`src/hw/tsfc_pkg.sv`:
```
/*
 * Shared constants of the two-speed start-up and fail-safe clock supervisor:
 * register offsets, field positions, reset values, counts and encodings.
 * Assumes nothing of its surroundings; it is compiled before every other file.
 */
package tsfc_pkg;

	// Byte addresses of the two APB registers.
	localparam logic [7:0] ADDR_OSC_CTRL = 8'h00;
	localparam logic [7:0] ADDR_FAIL_STAT = 8'h04;

	// Field positions in the oscillator control register.
	localparam int SCS_LSB = 0;
	localparam int INTERNAL_OSC_STABLE_BIT = 2;
	localparam int PRIMARY_RUNNING_STATUS_BIT = 3;
	localparam int INTERNAL_FREQ_SELECT_LSB = 4;

	// Field positions in the fail status register.
	localparam int FLAG_BIT = 0;
	localparam int INT_EN_BIT = 1;
	localparam int FAILSAFE_BIT = 2;
	localparam int LOW_POWER_BIT = 3;

	// Values after reset.
	localparam logic [1:0] SCS_RESET = 2'h0;
	localparam logic [2:0] INTERNAL_FREQ_SELECT_RESET = 3'h0;

	// System clock select encodings.
	localparam logic [1:0] SCS_PRIMARY = 2'h0;
	localparam logic [1:0] SCS_SECONDARY = 2'h1;
	localparam logic [1:0] SCS_FAIL_FORCE = 2'h2;

	// Start-up timer length and hold-low length, in primary falling edges.
	localparam logic [10:0] OST_LAST = 11'h3ff;
	localparam logic [3:0] HOLD_LAST = 4'h7;

	// Monitor sample clock divides the reference by 64.
	localparam logic [5:0] DIV_RISE = 6'h1f;
	localparam logic [5:0] DIV_FALL = 6'h3f;

	// Primary oscillator modes from the configuration word.
	typedef enum logic [2:0] {
		LOW_POWER_CRYSTAL_MODE,
		STANDARD_CRYSTAL_MODE,
		HIGH_SPEED_CRYSTAL_MODE,
		EXTERNAL_CLOCK_INPUT_MODE,
		RESISTOR_CAPACITOR_MODE
	} tsfc_mode_e;

	// Source that the clock multiplexer passes to the core.
	typedef enum logic [1:0] {
		SRC_NONE,
		SRC_INTERNAL,
		SRC_PRIMARY,
		SRC_SECONDARY
	} tsfc_src_e;

endpackage : tsfc_pkg

```
`src/hw/tsfc_mon_if.sv`:
```
/*
 * Link between the supervisor control and the clock monitor.
 * Assumes both ends run on the same reference clock.
 */
`timescale 1ns/1ps
interface tsfc_mon_if;
	logic enable; // Monitor armed.
	logic clk_level; // Sampled level of the monitored system clock.
	logic fail; // One-cycle pulse: clock failure seen.
	logic seen; // Clock-seen latch state.

	// Control side drives the enable and the level.
	modport ctrl (output enable, output clk_level, input fail, input seen);
	// Monitor side answers with the failure pulse.
	modport mon (input enable, input clk_level, output fail, output seen);
endinterface : tsfc_mon_if

```
`src/hw/tsfc_monitor.sv`:
```
/*
 * Fail-safe clock monitor: divides the reference by 64 into a sample clock
 * and checks that the system clock fell between each sample rise and the sample fall after it.
 * Assumes the monitored level is registered and synchronous to clock_in.
 */
`timescale 1ns/1ps
module tsfc_monitor (
	// Clock and reset.
	input wire logic clock_in,
	input wire logic rst_n_in,
	// Control link.
	tsfc_mon_if.mon mon
);

	// All monitor state in one word.
	typedef struct packed {
		logic [5:0] div; // Sample clock divider.
		logic prev; // Previous system clock level.
		logic seen; // Clock-seen latch.
		logic fail; // Failure pulse.
	} tsfc_mon_s;

	tsfc_mon_s s;
	tsfc_mon_s next_s;
	logic sys_fall; // System clock fell this cycle.

	// Divider, latch and decision.
	always_comb begin
		next_s = s;
		sys_fall = s.prev & ~mon.clk_level;
		next_s.prev = mon.clk_level;
		next_s.fail = 1'b0;
		next_s.div = 6'(s.div + 6'h01);
		if (!mon.enable) begin
			// A disarmed monitor counts as having seen a clock, so no false alarm.
			next_s.seen = 1'b1;
		end else begin
			if (s.div == tsfc_pkg::DIV_RISE) begin
				next_s.seen = 1'b0;
			end
			if (sys_fall) begin
				next_s.seen = 1'b1;
			end
			if (s.div == tsfc_pkg::DIV_FALL && !s.seen && !sys_fall) begin
				next_s.fail = 1'b1;
			end
		end
	end

	// State register.
	always_ff @(posedge clock_in) begin
		if (!rst_n_in) begin
			s <= '{div: 6'h00, prev: 1'b0, seen: 1'b1, fail: 1'b0};
		end else begin
			s <= next_s;
		end
	end

	assign mon.fail = s.fail;
	assign mon.seen = s.seen;
endmodule : tsfc_monitor

```
`src/hw/tsfc_top.sv`:
```
/*
 * Two-speed start-up and fail-safe clock supervisor with an APB register port.
 * Assumes clock_in is the internal RC reference, and that the primary and
 * secondary clock levels, the straps and the core events are synchronous to it.
 */
// Function
// Switch-over runs internal clock until primary stable.
// Start internally after power-up, wake, reset.
// Every reset zeroes the clock source select.
// Internal start uses the lowest internal frequency; on wake the code keeps the frequency field as last written.
// Two-speed start needs a crystal primary mode.
// Nonzero frequency before sleep selects internal oscillator; the code ignores the frequency field on wake.
// Primary running status clear unless primary engaged.
// Source select writable before start-up timer ends.
// Sleep aborts start-up count, status stays clear.
// Internal clock first, then count 1024 edges.
// Set status, hold low eight edges, switch.
// Monitor works only when its enable set.
// Failure raises flag and forces internal clock.
// Reset, sleep or control write end fail-safe.
// Fail-safe frequency follows the frequency select field.
// Sample clock is reference divided by 64.
// Latch clears on sample rise, sets on clock fall.
// Sample fall with latch clear means failure.
// Crystal reset in fail-safe waits the timer internally.
// External or RC reset returns to primary immediately.
// Sleep or nonzero select enters low-power mode.
// Monitor enable also enables two-speed start.
// Failure forces select to binary one-zero, clears watchdog.
// Interrupt reaches core only when enabled.
// Fail flag sticks until software clears it.
`timescale 1ns/1ps
module tsfc_top (
	// Clock and reset.
	input wire logic clock_in,
	input wire logic rst_n_in,
	// APB slave port.
	input wire logic psel_in,
	input wire logic penable_in,
	input wire logic pwrite_in,
	input wire logic [7:0] paddr_in,
	input wire logic [31:0] pwdata_in,
	output logic [31:0] prdata_out,
	output logic pready_out,
	output logic pslverr_out,
	// Configuration word straps.
	input wire logic switch_over_enable_in,
	input wire logic fail_monitor_enable_in,
	input wire logic [2:0] primary_mode_in,
	input wire logic watchdog_enable_in,
	// Core and power events.
	input wire logic power_up_done_in,
	input wire logic sleep_in,
	input wire logic wake_in,
	// Oscillator sense.
	input wire logic primary_clk_in,
	input wire logic secondary_clk_in,
	input wire logic internal_osc_ready_in,
	// Clock control results.
	output logic [1:0] sys_clk_src_out,
	output logic [2:0] internal_freq_select_out,
	output logic primary_running_status_out,
	output logic fail_safe_active_out,
	output logic low_power_out,
	output logic osc_fail_irq_out,
	output logic wdt_clear_out
);

	// Phases of the clock supervisor.
	typedef enum logic [2:0] {
		ST_BOOT,
		ST_INTERNAL,
		ST_WAIT_EDGE,
		ST_HOLD,
		ST_PRIMARY,
		ST_ALT,
		ST_FAILSAFE,
		ST_SLEEP
	} tsfc_phase_e;

	// All supervisor state in one word.
	typedef struct packed {
		tsfc_phase_e phase; // Supervisor phase.
		logic woke; // Boot follows a wake-up or a control write back to the primary, so the power-up timer is done.
		logic [1:0] scs; // System clock select.
		logic [2:0] internal_freq_select; // Internal frequency select.
		logic primary_running_status; // Primary running status.
		logic internal_osc_stable; // Internal oscillator stable.
		logic fail_flag; // Oscillator fail flag.
		logic int_en; // Oscillator fail interrupt enable.
		logic failsafe; // Fail-safe condition active.
		logic low_power; // Low-power mode.
		logic [10:0] ost_cnt; // Start-up timer.
		logic [3:0] hold_cnt; // Hold-low edge counter.
		logic prim_prev; // Previous primary level.
		tsfc_pkg::tsfc_src_e src; // Clock source passed to the core.
		logic irq; // Gated interrupt request.
		logic wdt_clr; // Watchdog clear pulse.
		logic mon_en; // Monitor armed.
		logic mon_level; // Monitored clock level.
		logic pready; // APB ready.
		logic pslverr; // APB error.
		logic [31:0] prdata; // APB read data.
	} tsfc_state_s;

	tsfc_state_s s;
	tsfc_state_s next_s;
	logic prim_fall; // Primary clock fell this cycle.
	logic crystal; // Primary is a crystal or resonator.
	logic two_speed; // Two-speed start-up in force.
	logic access; // APB access phase being answered now.
	logic wr_ctrl; // Write to the control register takes effect.
	logic wr_stat; // Write to the status register takes effect.
	logic [31:0] rd_word; // Read data for the current address.

	tsfc_mon_if mon_link ();

	// The monitor checks whichever external clock is now the system clock.
	tsfc_monitor u_monitor (
		.clock_in(clock_in),
		.rst_n_in(rst_n_in),
		.mon(mon_link.mon)
	);

	assign mon_link.enable = s.mon_en;
	assign mon_link.clk_level = s.mon_level;

	// Decode of mode straps and APB strobes.
	always_comb begin
		prim_fall = s.prim_prev & ~primary_clk_in;
		crystal = primary_mode_in == tsfc_pkg::LOW_POWER_CRYSTAL_MODE ||
			primary_mode_in == tsfc_pkg::STANDARD_CRYSTAL_MODE ||
			primary_mode_in == tsfc_pkg::HIGH_SPEED_CRYSTAL_MODE;
		// The monitor enable drags two-speed start-up in with it.
		two_speed = (switch_over_enable_in | fail_monitor_enable_in) & crystal;
		access = psel_in & penable_in;
		// Writes act only on the edge where the master sees ready.
		wr_ctrl = access & s.pready & pwrite_in & paddr_in == tsfc_pkg::ADDR_OSC_CTRL;
		wr_stat = access & s.pready & pwrite_in & paddr_in == tsfc_pkg::ADDR_FAIL_STAT;
	end

	// Read multiplexer; unmapped addresses read as zero.
	always_comb begin
		rd_word = 32'h0000_0000;
		case (paddr_in)
			tsfc_pkg::ADDR_OSC_CTRL: begin
				rd_word[tsfc_pkg::SCS_LSB +: 2] = s.scs;
				rd_word[tsfc_pkg::INTERNAL_OSC_STABLE_BIT] = s.internal_osc_stable;
				rd_word[tsfc_pkg::PRIMARY_RUNNING_STATUS_BIT] = s.primary_running_status;
				rd_word[tsfc_pkg::INTERNAL_FREQ_SELECT_LSB +: 3] = s.internal_freq_select;
			end
			tsfc_pkg::ADDR_FAIL_STAT: begin
				rd_word[tsfc_pkg::FLAG_BIT] = s.fail_flag;
				rd_word[tsfc_pkg::INT_EN_BIT] = s.int_en;
				rd_word[tsfc_pkg::FAILSAFE_BIT] = s.failsafe;
				rd_word[tsfc_pkg::LOW_POWER_BIT] = s.low_power;
			end
			default: begin
				rd_word = 32'h0000_0000;
			end
		endcase
	end

	// Next-state logic: sequence, software writes, sleep, failure, bus.
	always_comb begin
		next_s = s;
		next_s.prim_prev = primary_clk_in;
		next_s.internal_osc_stable = internal_osc_ready_in;
		next_s.wdt_clr = 1'b0;
		next_s.pready = 1'b0;
		next_s.pslverr = 1'b0;

		// Start-up sequence.
		case (s.phase)
			ST_BOOT: begin
				if (power_up_done_in || s.woke) begin
					next_s.woke = 1'b0;
					next_s.ost_cnt = 11'h000;
					next_s.primary_running_status = 1'b0;
					if (crystal) begin
						// The frequency field is zero after reset, the lowest rate.
						next_s.phase = ST_INTERNAL;
						// Without two-speed the core waits for the timer unclocked.
						next_s.src = two_speed ? tsfc_pkg::SRC_INTERNAL : tsfc_pkg::SRC_NONE;
					end else begin
						// External clock and RC need no settling time.
						next_s.phase = ST_PRIMARY;
						next_s.src = tsfc_pkg::SRC_PRIMARY;
						next_s.primary_running_status = 1'b1;
					end
				end
			end
			ST_INTERNAL: begin
				if (prim_fall) begin
					next_s.ost_cnt = 11'(s.ost_cnt + 11'h001);
					if (s.ost_cnt == tsfc_pkg::OST_LAST) begin
						next_s.phase = ST_WAIT_EDGE;
					end
				end
			end
			ST_WAIT_EDGE: begin
				// One reference cycle stands for the falling internal edge.
				next_s.primary_running_status = 1'b1;
				next_s.src = tsfc_pkg::SRC_NONE;
				next_s.hold_cnt = 4'h0;
				next_s.phase = ST_HOLD;
			end
			ST_HOLD: begin
				if (prim_fall) begin
					next_s.hold_cnt = 4'(s.hold_cnt + 4'h1);
					if (s.hold_cnt == tsfc_pkg::HOLD_LAST) begin
						next_s.phase = ST_PRIMARY;
						next_s.src = tsfc_pkg::SRC_PRIMARY;
					end
				end
			end
			ST_SLEEP: begin
				if (wake_in) begin
					next_s.low_power = 1'b0;
					next_s.woke = 1'b1;
					// Wake re-runs the boot; the frequency field plays no part in the source chosen.
					next_s.phase = ST_BOOT;
				end
			end
			ST_PRIMARY, ST_ALT, ST_FAILSAFE: begin
				next_s.phase = s.phase;
			end
			default: begin
				next_s.phase = ST_BOOT;
			end
		endcase

		// Control register write; allowed even during start-up.
		if (wr_ctrl) begin
			next_s.scs = pwdata_in[tsfc_pkg::SCS_LSB +: 2];
			next_s.internal_freq_select = pwdata_in[tsfc_pkg::INTERNAL_FREQ_SELECT_LSB +: 3];
			next_s.failsafe = 1'b0;
			if (pwdata_in[tsfc_pkg::SCS_LSB +: 2] != tsfc_pkg::SCS_PRIMARY) begin
				// A switch away aborts any start-up and saves power.
				next_s.phase = ST_ALT;
				next_s.low_power = 1'b1;
				next_s.primary_running_status = 1'b0;
				if (pwdata_in[tsfc_pkg::SCS_LSB +: 2] == tsfc_pkg::SCS_SECONDARY) begin
					next_s.src = tsfc_pkg::SRC_SECONDARY;
				end else begin
					next_s.src = tsfc_pkg::SRC_INTERNAL;
				end
			end else if (s.phase == ST_ALT || s.phase == ST_FAILSAFE) begin
				// Going back to the primary re-runs the start-up.
				next_s.low_power = 1'b0;
				next_s.woke = 1'b1;
				next_s.phase = ST_BOOT;
			end
		end

		// Sleep overrides the phase, source and status set by any write: the start-up count is thrown away.
		if (sleep_in && s.phase != ST_SLEEP) begin
			next_s.phase = ST_SLEEP;
			next_s.primary_running_status = 1'b0;
			next_s.failsafe = 1'b0;
			next_s.low_power = 1'b1;
			next_s.src = tsfc_pkg::SRC_NONE;
		end

		// A detected failure wins over everything but sleep.
		if (mon_link.fail && !sleep_in && (s.phase == ST_PRIMARY || s.phase == ST_ALT)) begin
			next_s.phase = ST_FAILSAFE;
			next_s.failsafe = 1'b1;
			next_s.src = tsfc_pkg::SRC_INTERNAL;
			next_s.scs = tsfc_pkg::SCS_FAIL_FORCE;
			next_s.wdt_clr = watchdog_enable_in;
			next_s.primary_running_status = 1'b0;
		end

		// Status register: enable is plain, flag is write-one-to-clear.
		if (wr_stat) begin
			next_s.int_en = pwdata_in[tsfc_pkg::INT_EN_BIT];
			if (pwdata_in[tsfc_pkg::FLAG_BIT]) begin
				next_s.fail_flag = 1'b0;
			end
		end
		// Set after clear so that a failure in the clearing cycle survives.
		if (mon_link.fail && (s.phase == ST_PRIMARY || s.phase == ST_ALT)) begin
			next_s.fail_flag = 1'b1;
		end
		next_s.irq = next_s.fail_flag & next_s.int_en;

		// Arm the monitor only on an external system clock.
		next_s.mon_en = fail_monitor_enable_in & (next_s.phase == ST_PRIMARY ||
			(next_s.phase == ST_ALT && next_s.src == tsfc_pkg::SRC_SECONDARY));
		next_s.mon_level = (next_s.src == tsfc_pkg::SRC_SECONDARY) ?
			secondary_clk_in : primary_clk_in;

		// APB answer one cycle into the access phase.
		if (access && !s.pready) begin
			next_s.pready = 1'b1;
			next_s.prdata = rd_word;
			next_s.pslverr = paddr_in != tsfc_pkg::ADDR_OSC_CTRL &&
				paddr_in != tsfc_pkg::ADDR_FAIL_STAT;
		end
	end

	// State register; reset loads constants only.
	always_ff @(posedge clock_in) begin
		if (!rst_n_in) begin
			s <= '0;
			s.phase <= ST_BOOT;
			s.scs <= tsfc_pkg::SCS_RESET;
			s.internal_freq_select <= tsfc_pkg::INTERNAL_FREQ_SELECT_RESET;
			s.src <= tsfc_pkg::SRC_NONE;
		end else begin
			s <= next_s;
		end
	end

	// Outputs straight from the state register.
	assign prdata_out = s.prdata;
	assign pready_out = s.pready;
	assign pslverr_out = s.pslverr;
	assign sys_clk_src_out = s.src;
	assign internal_freq_select_out = s.internal_freq_select;
	assign primary_running_status_out = s.primary_running_status;
	assign fail_safe_active_out = s.failsafe;
	assign low_power_out = s.low_power;
	assign osc_fail_irq_out = s.irq;
	assign wdt_clear_out = s.wdt_clr;
endmodule : tsfc_top

```
`config.mk`:
```
export PLATFORM = sky130hd
export DESIGN_NAME = tsfc_top
export DESIGN_NICKNAME = d
export VERILOG_FILES = /design/src/hw/tsfc_pkg.sv /design/src/hw/tsfc_mon_if.sv /design/src/hw/tsfc_monitor.sv /design/src/hw/tsfc_top.sv
export SDC_FILE = /design/constraint.sdc
export NUM_CORES = 1
export LEC_CHECK = 0
export BUFFER_PORTS_ARGS = -buffer_cell sky130_fd_sc_hd__buf_2
export CORE_MARGIN = 3
export CORE_UTILIZATION = 45
export CTS_BUF_LIST = sky130_fd_sc_hd__clkbuf_2 sky130_fd_sc_hd__clkbuf_4 sky130_fd_sc_hd__clkbuf_8
export CTS_CLUSTER_DIAMETER = 150
export DETAILED_ROUTE_END_ITERATION = 7
export PLACE_DENSITY_LB_ADDON = 0.08
export SLEW_MARGIN = 20
export SYNTH_ARGS = -nofsm -noshare
export SYNTH_HDL_FRONTEND = slang
export SYNTH_SLANG_ARGS = --single-unit
```
`constraint.sdc`:
```
create_clock -name clock_in -period 2.1 [get_ports clock_in]
set_input_delay 0.21 -clock clock_in [delete_from_list [all_inputs] [get_ports clock_in]]
set_output_delay 0.21 -clock clock_in [all_outputs]
set_load 0.02 [all_outputs]
```
* Word-level counts from Yosys, hierarchy flattened
Index checks and enable logic that the tools add are counted.
** Storage, ports and cells
- Flip-flop bits (word level) :: 55
- Bits in latches :: 0
- Bits in writable memories :: 0
- ROM bits :: 0
- Bits of input ports :: 57
- Output and inout bits :: 44
- Memories :: 0
** Operators by class
- Add/sub/neg operators :: 3
- Multiply operators :: 0
- Divide/modulo/power cells :: 0
- Order comparisons :: 0
- Equal/unequal tests :: 23
- Shift-type cells :: 0
- Mux-type cells :: 51
- Bitwise operators :: 15
- Reduce and logical (&&, ||, !) cells :: 37
** Operator list (number)
- $mux 34 :: 1
- $mux 3 :: 9
- $mux 2 :: 13
- $mux 11 :: 2
- $pmux 11 s2 :: 1
- $eq 3x3->1 const B :: 6
- $pmux 3 s6 :: 1
- $mux 4 :: 4
- $pmux 4 s2 :: 2
- $mux 1 :: 14
- $add 11x1->11 const B :: 1
- $eq 11x10->1 const B :: 1
- $and 1x1->1 :: 10
- $mux 10 :: 1
- $eq 3x2->1 const B :: 3
- $logic_and 1x1->1 :: 9
- $reduce_or 3->1 :: 3
- $eq 8x3->1 const B :: 1
- $logic_not 8->1 :: 1
- $ne 8x3->1 const B :: 1
- $reduce_and 2->1 :: 4
- $reduce_bool 2->1 :: 4
- $reduce_bool 8->1 :: 1
- $add 6x1->6 const B :: 1
- other kinds (19) :: 35

* Depth between registers and ports, before layout
- Depth after elaboration :: 16
- Gate-level depth with buffers :: 7
- Gate-level depth less buffers :: 6

* Hierarchy
A second synthesis with hierarchy kept.
** Unflattened totals
- Cell total of the unflattened synthesis :: 337
- Area total of the unflattened synthesis :: 2901.5 um2
** Modules (own cells, without submodules)
- tsfc_top :: times used 1, cells each 305, area each 2568.7 um2, seq. area each 920.9 um2
- tsfc_monitor :: times used 1, cells each 32, area each 332.8 um2, seq. area each 180.2 um2

* Worst setup path after synthesis
OpenSTA, ideal clock, no wires.
- Path type :: reg2reg
- Start :: register s, in the netlist pready_out
- End :: register s, in the netlist mon_link.enable
- Data arrival time :: 1.667 ns
- Slack :: 0.330 ns
- Cell stages (with the launch flop) :: 7
- Path buffers :: 1
- Clock period less this slack :: 1.770 ns
- Path through :: dfxtp_1 > and4b_1 > and4_1 > buf_6 > and2_4 > o2111ai_4 > a2111oi_2
** Between the ends
- Longest elaborated chain between the ends :: 10
- Elaborated cells between the ends (all ways) :: 15
- Classes of those cells :: eq/ne: 3; mux: 6; bitwise: 4; reduce/logical: 2
** Ends and longest elaborated chain
- from (decl) :: RTL line tsfc_top.sv:106 : tsfc_state_s s;
- from (signal assigned) :: RTL line tsfc_top.sv:312 : s <= next_s;
- $and 1x1->1 * (3 in a row) :: RTL line tsfc_top.sv:138 : wr_ctrl = access & s.pready & pwrite_in & paddr_in == tsfc_pkg::ADDR_OSC_CTRL;
- $mux 10 / $mux 2 (equally long branches) :: RTL line tsfc_top.sv:234 : if (wr_ctrl) begin
- $mux 3 / $mux 2 (equally long branches) :: RTL line tsfc_top.sv:257 : if (sleep_in && s.phase != ST_SLEEP) begin
- $mux 3 / $mux 2 (equally long branches) :: RTL line tsfc_top.sv:266 : if (mon_link.fail && !sleep_in && (s.phase == ST_PRIMARY || s.phase == ST_ALT)) begin
- $eq 3x3->1 / $eq 2x2->1 (equally long branches) :: RTL line tsfc_top.sv:290 : (next_s.phase == ST_ALT && next_s.src == tsfc_pkg::SRC_SECONDARY));
- $logic_and 1x1->1 :: RTL line tsfc_top.sv:290
- $logic_or 1x1->1 * :: RTL line tsfc_top.sv:289 : next_s.mon_en = fail_monitor_enable_in & (next_s.phase == ST_PRIMARY ||
- $and 1x1->1 * :: RTL line tsfc_top.sv:289
Mark *: on every way between the ends. The rest lies on a longest branch, timed or not. The select of a mux whose other input is x is not followed.
A chain may end at the register's enable or synchronous reset.

* Worst setup path in the final report
- Start :: register s[69] in the netlist's numbering
- End :: register s, in the netlist mon_link.enable
** Between the ends
- Longest elaborated chain between the ends :: 12
- Elaborated cells between the ends (all ways) :: 37
- Classes of those cells :: eq/ne: 11; mux: 17; bitwise: 1; reduce/logical: 8
** Ends and longest elaborated chain
- $eq 3x3->1, or another cell as far along :: RTL line tsfc_top.sv:174, tsfc_top.sv:248, tsfc_top.sv:266
- $reduce_or 3->1, or another cell as far along :: RTL line tsfc_top.sv:174 : case (s.phase)
- $pmux 3 s6 :: RTL line tsfc_top.sv:174
- $mux 4 :: RTL line tsfc_top.sv:248 : end else if (s.phase == ST_ALT || s.phase == ST_FAILSAFE) begin
- $mux 3 :: RTL line tsfc_top.sv:238 : if (pwdata_in[tsfc_pkg::SCS_LSB +: 2] != tsfc_pkg::SCS_PRIMARY) begin
- $mux 10 :: RTL line tsfc_top.sv:234
- $mux 3 :: RTL line tsfc_top.sv:257
- $mux 3 :: RTL line tsfc_top.sv:266
- $eq 3x3->1 :: RTL line tsfc_top.sv:290
- $logic_and 1x1->1 :: RTL line tsfc_top.sv:290
- $logic_or 1x1->1 * :: RTL line tsfc_top.sv:289
- $and 1x1->1 * :: RTL line tsfc_top.sv:289
Marks and branches as above.

==> impl_metrics.py <==
metrics = {
    "place": {
        "dpl_worst_slack_ps": 90.9,
        "hpwlAfterDp_mm": 4.95,
        "postPlaceCellArea_mm2": 0.00315,
        "gp_congestion": 0.851,
        "placedCellCount": 459,
        "portBuffers": 48,
    },
    "cells_and_area": {
        "final_cell_area_mm2": 0.00325,
        "layout.cells.non_filler": 467,
        "drive_above_1_share": 0.219,
        "diodes": 0,
        "multiInputGateArea_mm2": 0.00156,
        "nFillCells": 632,
        "syn_to_final_growth_pct": 10.0,
        "seq_area_mm2": 0.00110,
        "final_nets": 451,
    },
    "synth": {
        "netlist_area_mm2": 0.00295,
        "ys_top_cells_by_count": "dfxtp_1, buf_4, nand2_1",
        "yosysWarnings": 0,
        "ys_ff_latch": 55,
        "synth_top_family_by_area": "simple AND/OR/NAND/NOR gates",
        "yosysMostFrequentCell": "dfxtp_1",
        "synth_edf_count": 0,
        "yosysTopAreaCell": "dfxtp_1",
        "synth-xor-area-share": 0.0356,
        "synthCells": 350,
        "ys_seq_area_frac": 0.373,
        "synthFlopType": "dfxtp_1",
        "synth_mux_area_frac": 0.0221,
        "avgSynthCellArea_um2": 8.43,
        "yosys.area_share.adder": 0.0127,
        "synth_compound_area_frac": 0.168,
        "synth_top_cell_area_share": 0.373,
        "synth_area_leaders": "dfxtp_1, buf_4, nand2_1",
        "synthArstFlopShare": 0,
        "synth.distinct_cells": 65,
        "synthSimpleGateAreaFrac": 0.258,
    },
    "clock_tree": {
        "cts-root-buf": "clkbuf_8",
        "numCtsBuffers": 5,
        "clk_path_buf_depth": 2,
        "clkTransAtPathRegs_ps": 100,
        "ctsHtreeMaxLevel": 2,
        "clk_latency_ps": 310,
        "cts_tree": "yes",
        "cts_sinks": 55,
        "ctsHoldBuffers": 0,
    },
    "global_route": {
        "grt.overflow.total": 0,
        "antenna_found_initial": 0,
        "grt_max_degree": 31,
        "track_usage": 0.177,
        "grt_pass1_vias": 2297,
        "grt_pass1_wl_mm": 10.8,
    },
    "setup_path": {
        "critPathMaxStageDelay_ps": 430,
        "worstPathMaxFanout": 3,
        "crit_path_end_kind": "register",
        "criticalPathCategory": "reg -> reg",
        "rrSetupSlack_ps": 120,
        "worstPathCellList": "and2b_1 -> o41a_1 -> o2111ai_2 -> o2111ai_4 -> a2111oi_2",
        "critical_path_buf_inv_count": 0,
        "timing.rr.end": "mon_link.enable",
        "cp.required_ps": 2300,
        "startpoint_type": "register",
        "worstRegToRegCells": 5,
        "cpMaxStageDelayCell": "o41a_1",
        "cp.arrival_ps": 2180,
        "crit_family": "compound AO/OA/AOI/OAI gates",
        "regToRegStartpoint": "s[69]",
    },
    "detailed_routing": {
        "routed_wl_mm": 6.55,
        "met1_length_mm": 3.08,
        "first_iter_violations": 125,
        "dr_wl_met2_mm": 3.11,
        "route.vias.total": 2479,
        "dr_wl_met3_um": 317,
        "postRouteAntennaNets": 0,
        "top_layer": "met4",
        "wire_per_inst_um": 14.0,
        "drc_errors": 0,
        "dr.pass1.iters": 4,
        "detail_route.vias_per_cell": 5.31,
    },
    "power_and_ir_drop": {
        "ir_worst_vdd_v": 0.000290,
        "total_power_uw": 2020,
        "p_per_area_mw_per_mm2": 622,
        "p_leak_uw": 0.00135,
    },
    "timing": {
        "fin_ws_ps": 121,
        "slew_violations": 0,
        "setup_viol_count_final": 0,
        "rsz0062_at_grt": "false",
        "skew_ps": 8.78,
        "finalHoldViolCount": 0,
        "finalCriticalPeriod_ps": 1980,
        "tns_ps": 0,
        "period_share": 0.942,
        "fmax_mhz": 505,
    },
    "floorplanning": {
        "die_h_um": 87.0,
        "ios": 101,
        "core_area_mm2": 0.00613,
        "initial_core_util": 0.481,
        "die_x_um": 87.0,
        "die_area_mm2": 0.00756,
        "row_count": 28,
    },
    "outcome": {
        "status": "finished clean",
    },
    "flow_run": {
        "drv_cap": 0,
    },
    "min_path": {
        "hp-class": "in -> reg",
        "worstHoldStart": "internal_osc_ready_in",
        "whs_path_depth": 2,
        "hold_end": "s[60]",
    },
}
[cells in the final DEF, fill, tap and decap left out, types with 3 or more instances in the layout]
master    netlist  final
nand2_1        32     32
nand2b_1        3      3
xor2_1          8      8
and2_1          7      7
buf_4          37     11
nor4_1          5      5
a21oi_1        20     20
a21boi_0        3      3
buf_2           5     48
a31oi_1         5      5
or3_1           5      5
conb_1          1     25
a32oi_1         3      3
nor3_1          9      9
nand3_1        17     17
clkbuf_8        0      6
inv_1           8      8
ha_1            3      3
mux2_2          4      4
a21o_1          3      3
xnor2_1         4      4
nor2_1         29     29
and3_1          7      7
nand4_1        10     10
o21ai_0        13     13
dfxtp_1        55     54
[cell families after synthesis]
kind of cell    Yosys count
fa+ha+maj                 3
other cells               1
flops                    55
simple gates            144
compound gates           70
mux                       6
buf+inv                  59
xor+xnor                 12
[sequential cells by signal, summed over array words and instances (netlist names)]
name / flops
sys_clk_src_out: 2
mon_link.enable: 1
u_monitor.s: 7
osc_fail_irq_out: 1
mon_link.clk_level: 1
internal_freq_select_out: 3
s: 25
low_power_out: 1
pslverr_out: 1
prdata_out: 7
wdt_clear_out: 1
pready_out: 1
u_monitor.mon.fail: 1
primary_running_status_out: 1
u_monitor.mon.seen: 1
fail_safe_active_out: 1
[report_power, final]
part | total, µW | internal, µW | switching, µW
logic | 309 | 114 | 195
registers | 1090 | 1060 | 21.7
clock network | 624 | 284 | 340
[how the worst max path moves through the flow]
stage | startpoint | endpoint | slack [ps] | depth (start not counted)
after floorplan | pready_out | mon_link.enable | 330 | 6
after global placement | paddr_in[5] | mon_link.enable | 160 | 6
after detailed placement | paddr_in[5] | mon_link.enable | 90 | 6
after CTS | s[69] | mon_link.enable | 100 | 5
after global routing | s[69] | mon_link.enable | 20 | 5
final | s[69] | mon_link.enable | 120 | 5
[per-layer routing]
| metal | GRT usage | vias to the layer above |
|---|---|---|
| li1 | - | 1257 |
| met1 | 0.235 | 1151 |
| met2 | 0.291 | 65 |
| met3 | 0.0397 | 6 |
| met4 | 0.0425 | 0 |
| met5 | 0 | - |
[repair_timing]
item                       in CTS  in global routing
gates resized for setup         0                  1
setup endpoints to repair       0                  1
buffers inserted                0                  0
[metrics by stage]
step	hold WS, ps	utilization
final	116	0.529
after global routing	113	0.529
after CTS	105	0.529
after detailed placement	406	0.513
after global placement	401	0.513
after floorplan	321	-
[final cells by class]
class                   count  share of cell area
inverters                   8             0.00925
clock inverters             1             0.00270
well taps                  75              0.0289
multi-input cells         260               0.480
clock buffers               7              0.0278
flip-flops and latches     55               0.340
repair buffers             61               0.112
(Power assumes the default switching activity.)
